[config.mk]
export PLATFORM = sky130hd
export DESIGN_NAME = isq_sequencer
export DESIGN_NICKNAME = d
export VERILOG_FILES = /design/src/isq_pkg.sv /design/src/isq_sequencer.sv
export VERILOG_INCLUDE_DIRS = /design/src
export SDC_FILE = /design/constraint.sdc
export NUM_CORES = 1
export LEC_CHECK = 0
export BUFFER_PORTS_ARGS = -buffer_cell sky130_fd_sc_hd__buf_4
export CAP_MARGIN = 30
export CORE_MARGIN = 2
export CORE_UTILIZATION = 28
export CTS_BUF_LIST = sky130_fd_sc_hd__clkbuf_8
export DETAILED_ROUTE_END_ITERATION = 7
export GPL_ROUTABILITY_DRIVEN = 1
export PLACE_DENSITY = 0.56
export SLEW_MARGIN = 25
export SYNTH_ARGS = -nofsm -noshare
export SYNTH_HDL_FRONTEND = slang
export SYNTH_SLANG_ARGS = --single-unit
[constraint.sdc]
create_clock -name ref_clk -period 6.24 [get_ports ref_clk]
set_input_delay 0.624 -clock ref_clk [delete_from_list [all_inputs] [get_ports ref_clk]]
set_output_delay 0.624 -clock ref_clk [all_outputs]
set_load 0.1 [all_outputs]
[src/isq_defines.svh]
// Timing, width and reset constants of the init, park and light sequencer
`ifndef ISQ_DEFINES_SVH
`define ISQ_DEFINES_SVH

// Reference clock rate
`define ISQ_CLK_MHZ 250
// Light source settle time after enable rises
`define ISQ_LED_DELAY_MS 100
// Mirror supply hold time after park falls
`define ISQ_MIR_HOLD_US 500
// Counter width, wide enough for the longest delay
`define ISQ_CNT_W 25
// Length of an init-done or error pulse on the status pin
`define ISQ_STAT_PULSE_CYC 8'h10
// Width of the PWM counter and duty words
`define ISQ_PWM_W 8
// Colour select value while no light source is chosen
`define ISQ_COLOR_RST 2'h0

`endif

[src/isq_pkg.sv]
// Types of the init, park and light sequencer
`include "isq_defines.svh"

package isq_pkg;

  localparam int ISQ_CNT_W = `ISQ_CNT_W;
  localparam int ISQ_PWM_W = `ISQ_PWM_W;

  // Initialization progress
  typedef enum logic [1:0] {ISQ_IDLE, ISQ_CFG, ISQ_DONE, ISQ_RUN} isq_init_e;

  // Colour select encoding
  typedef enum logic [1:0] {ISQ_NONE, ISQ_RED, ISQ_GREEN, ISQ_BLUE} isq_color_e;

  // Complete state of the sequencer
  typedef struct packed {
    logic por_s1;
    logic por_s2;
    logic park_s1;
    logic park_s2;
    logic led_s1;
    logic led_s2;
    isq_init_e init_st;
    logic cfg_start;
    logic [ISQ_CNT_W-1:0] led_cnt;
    logic [ISQ_CNT_W-1:0] mir_cnt;
    logic mir_en;
    logic drv_en;
    isq_color_e color;
    logic oe;
    logic sclk;
    logic mosi;
    logic cs0_n;
    logic status;
    logic [7:0] stat_cnt;
    logic err_pend;
    logic [ISQ_PWM_W-1:0] pwm_cnt;
    logic [2:0] rgb;
  } isq_state_s;

endpackage : isq_pkg

[src/isq_sequencer.sv]
// Power-on, park and light source sequencing of the display controller
//
// Overview of operation
// - Start self-configuration on reset pin rising edge
// - Tri-state seven outputs while reset is asserted
// - Light enable low forces driver off, colour 00
// - Enable driver and colour 100 ms after enable
// - Status pin pulses high once after initialization
// - Later errors pulse the same status pin high
// - GPIOs carry PWM, or processor bits with driver
// - Driver enable drops when light enable or park low
// - Mirror supply follows park, held 500 us after
`timescale 1ns/1ns

`include "isq_defines.svh"

module isq_sequencer #(
  parameter logic [isq_pkg::ISQ_CNT_W-1:0] LED_DELAY_CYC =
    isq_pkg::ISQ_CNT_W'(`ISQ_LED_DELAY_MS * 1000 * `ISQ_CLK_MHZ),
  parameter logic [isq_pkg::ISQ_CNT_W-1:0] MIR_HOLD_CYC =
    isq_pkg::ISQ_CNT_W'(`ISQ_MIR_HOLD_US * `ISQ_CLK_MHZ)
) (
  input wire logic ref_clk,
  input wire logic srst,
  input wire logic por_reset_n,
  input wire logic park_n,
  input wire logic light_source_en,
  input wire logic cfg_done,
  input wire logic error_event,
  input wire logic ext_driver_present,
  input wire logic [1:0] seq_color,
  input wire logic [isq_pkg::ISQ_PWM_W-1:0] red_duty,
  input wire logic [isq_pkg::ISQ_PWM_W-1:0] green_duty,
  input wire logic [isq_pkg::ISQ_PWM_W-1:0] blue_duty,
  input wire logic [2:0] gpo_bits,
  input wire logic flash_sclk_in,
  input wire logic flash_mosi_in,
  input wire logic flash_cs0_n_in,
  output logic cfg_start,
  output logic mirror_supply_en,
  output logic mirror_supply_en_oe,
  output logic light_driver_master_en,
  output logic light_driver_master_en_oe,
  output logic color_select_bit0,
  output logic color_select_bit1,
  output logic color_select_oe,
  output logic flash_sclk,
  output logic flash_mosi,
  output logic flash_cs0_n,
  output logic flash_oe,
  output logic init_status_pin,
  output logic red_pwm_out,
  output logic green_pwm_out,
  output logic blue_pwm_out
);
  import isq_pkg::*;

  isq_state_s st_r;
  isq_state_s st_nxt;
  logic [ISQ_PWM_W-1:0] duty [3];
  logic [2:0] pwm_on;

  assign duty[0] = red_duty;
  assign duty[1] = green_duty;
  assign duty[2] = blue_duty;

  // Per-colour PWM compare against the shared counter
  for (genvar i = 0; i < 3; i++) begin : g_pwm
    assign pwm_on[i] = st_r.pwm_cnt < duty[i];
  end

  // Next-state logic
  always_comb begin
    st_nxt = st_r;
    st_nxt.por_s1 = por_reset_n;
    st_nxt.por_s2 = st_r.por_s1;
    st_nxt.park_s1 = park_n; // High pin means run
    st_nxt.park_s2 = st_r.park_s1;
    st_nxt.led_s1 = light_source_en;
    st_nxt.led_s2 = st_r.led_s1;
    st_nxt.cfg_start = 1'b0;
    st_nxt.pwm_cnt = st_r.pwm_cnt + 1'b1;
    // Pins float while reset is held
    st_nxt.oe = st_r.por_s2;
    st_nxt.sclk = flash_sclk_in;
    st_nxt.mosi = flash_mosi_in;
    st_nxt.cs0_n = flash_cs0_n_in;
    // Errors in the run state are remembered until a pulse can carry them
    if (error_event && st_r.init_st == ISQ_RUN) begin
      st_nxt.err_pend = 1'b1;
    end
    // Initialization and status pulses
    case (st_r.init_st)
      ISQ_IDLE: begin
        st_nxt.status = 1'b0;
        if (st_r.por_s2 && !st_r.por_s1) begin
          st_nxt.init_st = ISQ_IDLE;
        end else if (!st_r.por_s2 && st_r.por_s1) begin
          st_nxt.init_st = ISQ_CFG;
          st_nxt.cfg_start = 1'b1;
        end
      end
      ISQ_CFG: begin
        if (cfg_done) begin
          st_nxt.init_st = ISQ_DONE;
          st_nxt.status = 1'b1;
          st_nxt.stat_cnt = `ISQ_STAT_PULSE_CYC;
        end
      end
      ISQ_DONE, ISQ_RUN: begin
        if (st_r.stat_cnt != 8'h00) begin
          st_nxt.stat_cnt = st_r.stat_cnt - 8'h01;
          st_nxt.status = st_r.stat_cnt != 8'h01;
        end else begin
          st_nxt.init_st = ISQ_RUN;
          st_nxt.status = 1'b0;
          if (st_r.err_pend && !st_r.status) begin
            st_nxt.status = 1'b1;
            st_nxt.stat_cnt = `ISQ_STAT_PULSE_CYC;
            st_nxt.err_pend = error_event;
          end
        end
      end
      default: begin
        st_nxt.init_st = ISQ_IDLE;
      end
    endcase
    // Light enable settle counter, cleared while the enable is low
    if (!st_r.led_s2) begin
      st_nxt.led_cnt = '0;
    end else if (st_r.led_cnt != LED_DELAY_CYC) begin
      st_nxt.led_cnt = st_r.led_cnt + 1'b1;
    end
    // Master enable needs settled light enable and raised park
    st_nxt.drv_en = st_r.led_s2 && st_r.park_s2 && st_r.por_s2 &&
                    st_r.led_cnt == LED_DELAY_CYC;
    st_nxt.color = st_nxt.drv_en ? isq_color_e'(seq_color) : ISQ_NONE;
    // Mirror supply follows park and lingers after it falls
    if (st_r.park_s2) begin
      st_nxt.mir_en = 1'b1;
      st_nxt.mir_cnt = '0;
    end else if (st_r.mir_en) begin
      if (st_r.mir_cnt == MIR_HOLD_CYC) begin
        st_nxt.mir_en = 1'b0;
      end else begin
        st_nxt.mir_cnt = st_r.mir_cnt + 1'b1;
      end
    end
    // PWM or processor bits; PWM is forced high while the driver is off
    st_nxt.rgb = ext_driver_present ? gpo_bits :
                 (st_nxt.drv_en ? pwm_on : 3'h7);
    // Lost reset pin restarts init, status and the driver, colour and mirror enables; a rise already in the first stage keeps its start
    if (!st_r.por_s2) begin
      st_nxt.init_st = st_r.por_s1 ? ISQ_CFG : ISQ_IDLE;
      st_nxt.cfg_start = st_r.por_s1;
      st_nxt.status = 1'b0;
      st_nxt.stat_cnt = 8'h00;
      st_nxt.err_pend = 1'b0;
      st_nxt.drv_en = 1'b0;
      st_nxt.color = ISQ_NONE;
      st_nxt.mir_en = 1'b0;
    end
  end

  // State register
  always_ff @(posedge ref_clk) begin
    if (srst) begin
      st_r <= '0;
      st_r.color <= isq_color_e'(`ISQ_COLOR_RST);
    end else begin
      st_r <= st_nxt;
    end
  end

  // Output map, all from the state register
  assign cfg_start = st_r.cfg_start;
  assign mirror_supply_en = st_r.mir_en;
  assign mirror_supply_en_oe = st_r.oe;
  assign light_driver_master_en = st_r.drv_en;
  assign light_driver_master_en_oe = st_r.oe;
  assign color_select_bit0 = st_r.color[0];
  assign color_select_bit1 = st_r.color[1];
  assign color_select_oe = st_r.oe;
  assign flash_sclk = st_r.sclk;
  assign flash_mosi = st_r.mosi;
  assign flash_cs0_n = st_r.cs0_n;
  assign flash_oe = st_r.oe;
  assign init_status_pin = st_r.status;
  assign red_pwm_out = st_r.rgb[0];
  assign green_pwm_out = st_r.rgb[1];
  assign blue_pwm_out = st_r.rgb[2];

  // Checks
  chk_cfg_kick: assert property (@(posedge ref_clk) disable iff (srst)
    st_r.init_st == ISQ_IDLE && st_r.por_s1 && !st_r.por_s2 |=> cfg_start)
    else $error("configuration not started on reset release");
  chk_tristate_hold: assert property (@(posedge ref_clk) disable iff (srst)
    !st_r.por_s2 |=> !mirror_supply_en_oe && !flash_oe && !color_select_oe)
    else $error("outputs driven during reset");
  chk_light_off: assert property (@(posedge ref_clk) disable iff (srst)
    !st_r.led_s2 |=> !light_driver_master_en && !color_select_bit0 && !color_select_bit1)
    else $error("driver or colour active with light enable low");
  chk_led_delay: assert property (@(posedge ref_clk) disable iff (srst)
    $rose(light_driver_master_en) |-> $past(st_r.led_cnt) == LED_DELAY_CYC)
    else $error("driver enabled before the settle delay");
  chk_park_drop: assert property (@(posedge ref_clk) disable iff (srst)
    !st_r.park_s2 |=> !light_driver_master_en)
    else $error("driver enable held with park low");
  chk_mirror_hold: assert property (@(posedge ref_clk) disable iff (srst)
    $fell(mirror_supply_en) && st_r.por_s2 |-> $past(st_r.mir_cnt) == MIR_HOLD_CYC)
    else $error("mirror supply dropped early");
  chk_init_pulse: assert property (@(posedge ref_clk) disable iff (srst)
    st_r.init_st == ISQ_CFG && cfg_done && st_r.por_s2 |=> init_status_pin [*8])
    else $error("init-done pulse missing");
  chk_err_pulse: assert property (@(posedge ref_clk) disable iff (srst)
    error_event && st_r.init_st == ISQ_RUN && st_r.por_s2 |-> ##[1:40] init_status_pin)
    else $error("error not reported");
  chk_gpo_pass: assert property (@(posedge ref_clk) disable iff (srst)
    ext_driver_present |=> {blue_pwm_out, green_pwm_out, red_pwm_out} == $past(gpo_bits))
    else $error("general outputs not passed through");
  chk_color_gate: assert property (@(posedge ref_clk) disable iff (srst)
    (color_select_bit0 || color_select_bit1) |-> light_driver_master_en)
    else $error("colour selected with driver off");

  cov_init_done: cover property (@(posedge ref_clk) disable iff (srst)
    st_r.init_st == ISQ_DONE ##1 st_r.init_st == ISQ_RUN);
  cov_led_on: cover property (@(posedge ref_clk) disable iff (srst)
    $rose(light_driver_master_en));
  cov_mirror_off: cover property (@(posedge ref_clk) disable iff (srst)
    $fell(mirror_supply_en) && st_r.por_s2);

endmodule : isq_sequencer

==> flow_metrics.tcl, run 1 <==
set metrics [dict create \
    fin_crit_ns 2.16 \
    num_io_pins 56 \
    fillCellCount 1666 \
    cts_buffers 9 \
    p_leak_uw 0.00204 \
    max_stage_delay_ns 0.76 \
    grt_pass1_vias 3644 \
    drtIter0Drc 169 \
    antenna_found_initial 0 \
    crit_path_end_kind "flip-flop" \
    ant_nets 0 \
    vias 3690 \
    arrival_ns 2.47 \
    ys_types 50 \
    layout_common_cells "dfxtp_1, nor2_1, buf_4" \
    stdcell_area_um2 5220 \
    fin_crit_sh 0.347 \
    drv_cap 0 \
    async_reset_ff_frac 0 \
    root_buffer "clkbuf_8" \
    area_growth_pct 18.4 \
    syn_inst 516 \
    dpl_cell_area_um2 5020 \
    totalWireLength_um 9850 \
    cp.required_ns 6.55 \
    final-hold-violation-count 0 \
    nets 637 \
    cts_tree "built" \
    synth_area_leader_cell "dfxtp_1" \
    cts_resized 0 \
    relSlewSlack 0.501 \
    avgSynthCellArea_um2 8.55 \
    pwr-share-comb 0.083 \
    gp_congestion 0.807 \
    synth_edf_count 0 \
    drc 0 \
    max_slew.worst_pin.slew_ns 0.742 \
    grt_max_degree 27 \
    overflow 0 \
    cts_max_path_buffers 2 \
    wl_per_cell_um 12.6 \
    status "complete, no violations" \
    layout_commonest_cell "dfxtp_1" \
    cp_max_fo 7 \
    dpl.hpwl_um 7270 \
    core_um2 15300 \
    pwr-share-clk 0.369 \
    maxSlewViolCount 0 \
    cp_cell_sequence "nand4_1, nor4_2, nand4_1, or3_1, nand2_1" \
    ir_drop_mv 0.107 \
    ys_seq_area_frac 0.399 \
    max_freq_mhz 462 \
    power.density_nw_per_um2 201 \
    critPathKind "flip-flop to flip-flop" \
    worstHoldPathType "flip-flop to flip-flop" \
    grt_pass1_wl_um 17000 \
    cts_setup_buffers 0 \
    start_util 0.288 \
    rsz0062_at_grt "no" \
    die_area_um2 16800 \
    grt_usage 0.125 \
    power_switching_uw 254 \
    synth-main-ff-cell "dfxtp_1" \
    p_sw_frac 0.243 \
    syn_nets 585 \
    synth_top_area_frac 0.399 \
    cts_sinks 88 \
    reg2reg_slack_ns 4.08 \
    timing.hold.ws_ns 0.451 \
    intPower_uw 793 \
    cts_hold_buf 0 \
    drt_pass1_iterations 6 \
    critPathLaunchType "flip-flop" \
    critPathSlowestCell "nor4_2" \
    portBuffers 55 \
    htree_levels 3 \
    syn_area_um2 4410 \
    final.setup.tns_ns 0 \
    yosysWarnings 0 \
    finalSetupViolations 0 \
    synth_area_leaders "dfxtp_1, ha_1, nor2_1" \
    p_seq_frac 0.548 \
    die_h_um 130 \
    crit_top_cell "nand4_1" \
    drive_gt1_frac 0.144 \
    clkTransAtPathRegs_ns 0.08 \
    routed_via_density 4.72 \
    antennaDiodeCount 0 \
    rows 45 \
    synth_seq_cells 88 \
    clock_latency_ns 0.37 \
    clock_skew_ns 0.0138 \
    die_w_um 130 \
]
synthesized netlist by cell type (all sizes together), types with 10 or more instances:
| cell type | instances |
|---|---|
| and3 | 10 |
| or3 | 13 |
| dfxtp | 88 |
| a21oi | 27 |
| nand4 | 21 |
| clkbuf | 12 |
| xor2 | 23 |
| inv | 39 |
| ha | 29 |
| nand2 | 33 |
| nor2 | 57 |
| xnor2 | 15 |
| nand3 | 33 |
| o21ai | 21 |
| nor3 | 10 |
| nor2b | 12 |
state kept, by name, summed over array words and instances (netlist names):
name / count
blue_pwm_out: 1
cfg_start: 1
color_select_bit0: 1
color_select_bit1: 1
color_select_oe: 1
flash_cs0_n: 1
flash_mosi: 1
flash_sclk: 1
green_pwm_out: 1
init_status_pin: 1
light_driver_master_en: 1
mirror_supply_en: 1
red_pwm_out: 1
st_nxt: 4
st_r: 71
worst paths after layout:
check	depth (start not counted)	from	to
worst min register to register	1	st_nxt[82]$_SDFF_PP0_	st_r[82]$_SDFF_PP0_
worst min-delay path	1	st_nxt[82]$_SDFF_PP0_	st_r[82]$_SDFF_PP0_
worst max register to register	5	st_r[32]$_SDFFE_PP0P_	st_r[45]$_SDFFE_PP0P_
worst max-delay path	5	st_r[32]$_SDFFE_PP0P_	st_r[45]$_SDFFE_PP0P_
final cells by class:
type | instances | area [um2] | share of cell area
clock buffer | 10 | 138 | 0.0264
inverter | 39 | 146 | 0.0280
sequential | 88 | 1760 | 0.337
timing repair buffer | 57 | 433 | 0.0829
clock inverter | 4 | 47.5 | 0.00911
tap | 211 | 264 | 0.0506
multi-input combinational | 373 | 2430 | 0.465
kinds of logic after synthesis:
logic type / share of synthesized area
fa+ha+maj: 0.0823
mux: 0.0113
compound gates: 0.102
buf+inv: 0.0496
xor+xnor: 0.0755
flops: 0.399
simple gates: 0.279
layer usage:
| metal | global-route usage | routed length [um] | vias to the layer above |
|---|---|---|---|
| met5 | 0 | 0 | - |
| met3 | 0.0388 | 390 | 8 |
| met4 | 0.0335 | 98 | 0 |
| li1 | - | - | 1901 |
| met2 | 0.205 | 4650 | 63 |
| met1 | 0.159 | 4710 | 1718 |
worst max-delay path, delay by kind of cell, from the launching register on:
family / cells / cell delay, ns
flip-flops: 1 / 0.43
AND/OR/NAND/NOR: 5 / 1.66
power groups by stage:
stage               logic [uW]  clock network, uW  registers, uW
floorplan                 34.9                  0            605
global placement          85.9                  0            587
detailed placement        87.7                  0            587
CTS                       88.2                402            574
global route              95.9                429            575
finish                    87.4                386            573
per-stage QoR:
stage / instances / worst slack [ns] / util / power [uW]
6_report: 782 / 4.08 / 0.341 / 1050
5_1_grt: 782 / 3.84 / 0.341 / 1100
4_1_cts: 781 / 4.08 / 0.340 / 1060
3_5_place_dp: 767 / 3.99 / 0.328 / 675
3_3_place_gp: 766 / 3.97 / 0.327 / 673
2_1_floorplan: 516 / 3.95 / - / 640
No activity file was read; power rests on OpenSTA's default activity.
==> run 2, diff against run 1 <==
--- a/config.mk
+++ b/config.mk
@@ -13,7 +13,7 @@
 export CTS_BUF_LIST = sky130_fd_sc_hd__clkbuf_8
 export DETAILED_ROUTE_END_ITERATION = 7
 export GPL_ROUTABILITY_DRIVEN = 1
-export PLACE_DENSITY = 0.56
+export PLACE_DENSITY = 0.57
 export SLEW_MARGIN = 25
 export SYNTH_ARGS = -nofsm -noshare
 export SYNTH_HDL_FRONTEND = slang
==> constraint.sdc (replaced) <==
create_clock -name ref_clk -period 1.9 [get_ports ref_clk]
set_input_delay 0.19 -clock ref_clk [delete_from_list [all_inputs] [get_ports ref_clk]]
set_output_delay 0.19 -clock ref_clk [all_outputs]
set_load 0.1 [all_outputs]
==> flow_metrics.tcl, run 2 (synthesis gave the netlist of run 1 again) <==
set metrics [dict create \
    htree_levels 3 \
    stdcell_area_um2 5640 \
    worstHoldPathType "input port to flip-flop" \
    crit_top_cell "or4b_4" \
    die_area_um2 16800 \
    cp_cell_sequence "or4b_4, nor4_4, nand2_2, or4b_4, o21a_1" \
    cts_tree "built" \
    cts_max_path_buffers 2 \
    drc 0 \
    final_cells 824 \
    cp.required_ns 2.17 \
    core_um2 15300 \
    max_slew.worst_pin.slew_ns 0.642 \
    clock_latency_ns 0.37 \
    max_stage_delay_ns 0.54 \
    nets 677 \
    final-hold-violation-count 0 \
    critPathSlowestCell "or4b_4" \
    ir_drop_mv 0.340 \
    dpl_cell_area_um2 5310 \
    ant_nets 0 \
    finalSetupViolations 3 \
    arrival_ns 2.30 \
    area_growth_pct 27.9 \
    p_leak_uw 0.00230 \
    maxSlewViolCount 0 \
    grt_max_degree 27 \
    status "finished, violations left" \
    grt_usage 0.125 \
    relSlewSlack 0.571 \
    path_buf_inv 0 \
    cts_sinks 88 \
    die_w_um 130 \
    cp_max_fo 3 \
    fin_crit_sh 1.07 \
    cts_buffers 9 \
    largest_register_ff_count 71 \
    max_freq_mhz 492 \
    layout_commonest_cell "buf_4" \
    setup_ws_ns -0.132 \
    num_io_pins 56 \
    antenna_found_initial 0 \
    grt_pass1_wl_um 16800 \
    crit_path_end_kind "flip-flop" \
    totalWireLength_um 10000 \
    utilization 0.368 \
    power.density_nw_per_um2 681 \
    regMostFlops "st_r" \
    drive_gt1_frac 0.215 \
    failed_checks "negative setup slack" \
    start_util 0.288 \
    critPathLaunchType "flip-flop" \
    drv_cap 0 \
    grt_pass1_vias 3687 \
    crit_family "simple AND/OR/NAND/NOR gates" \
    rsz0062_at_grt "yes" \
    place_ws_ns -0.154 \
    portBuffers 55 \
    p_total_uw 3840 \
    fin_crit_ns 2.03 \
    drt_pass1_iterations 4 \
    critPathKind "flip-flop to flip-flop" \
    routed_via_density 4.67 \
    wl_per_cell_um 12.2 \
    clock_skew_ns 0.00844 \
    vias 3847 \
    drtIter0Drc 171 \
    overflow 0 \
    die_h_um 130 \
    antennaDiodeCount 0 \
    dp.cells 804 \
    clkTransAtPathRegs_ns 0.09 \
    root_buffer "clkbuf_8" \
    gp_congestion 0.839 \
    layout_common_cells "buf_4, dfxtp_1, nor2_1" \
    dpl.hpwl_um 7450 \
    rows 45 \
]
## run 2: changes by cell type in the layout (fill, tap and decap cells not counted), sizes merged
cell         previous run  this run
buf                    57        95
bufinv                  1         3
clkbuf                 10        12
clkinv                  2         1
dlygate4sd3             0         2
inv                    40        39
## run 2: cell type report
class	count	area [um2]
clock inverters	4	98.8
multi-input cells	373	2460
inverters	39	146
flip-flops and latches	88	1770
clock buffers	12	165
fillers	1595	9670
repair buffers	97	733
well taps	211	264
## run 2: final timing paths
path / cells after the start / end / startpoint / slack (ns)
setup / recovery: 5 / green_pwm_out$_SDFF_PP0_ / st_r[77]$_SDFFE_PP0P_ / -0.13
hold / removal: 2 / st_nxt[82]$_SDFF_PP0_ / light_source_en / 0.02
setup reg to reg: 5 / green_pwm_out$_SDFF_PP0_ / st_r[77]$_SDFFE_PP0P_ / -0.13
hold reg to reg: 1 / st_r[82]$_SDFF_PP0_ / st_nxt[82]$_SDFF_PP0_ / 0.44
## run 2: what timing repair did
item,in CTS,in global routing
hold buffers,2,0
buffers inserted,1,1
endpoints found under the hold margin,2,0
pin swaps,1,6
setup endpoints to repair,3,17
resized for setup,0,7
## run 2: report_power, final
| group | internal, uW | switching, uW |
|---|---|---|
| combinational | 119 | 173 |
| sequential | 1860 | 18.9 |
| clock | 984 | 683 |
| total | 2970 | 875 |
## run 2: per-layer routing
layer  part of all wire  track usage  up-vias  wire length [um]
met5                  0            0        -                 0
met4              0.021       0.0525        0               206
met3              0.031       0.0277       14               313
met2               0.47        0.209       48              4730
met1               0.48        0.157     1802              4800
li1                   -            -     1983                 -
## run 2: metrics by stage
step           TNS [ns]  hold slack [ns]
2_1_floorplan    -0.211            0.269
4_1_cts          -0.380          0.00976
3_3_place_gp     -0.348            0.393
5_1_grt          -0.521           0.0222
6_report         -0.376           0.0216
3_5_place_dp     -0.452            0.395
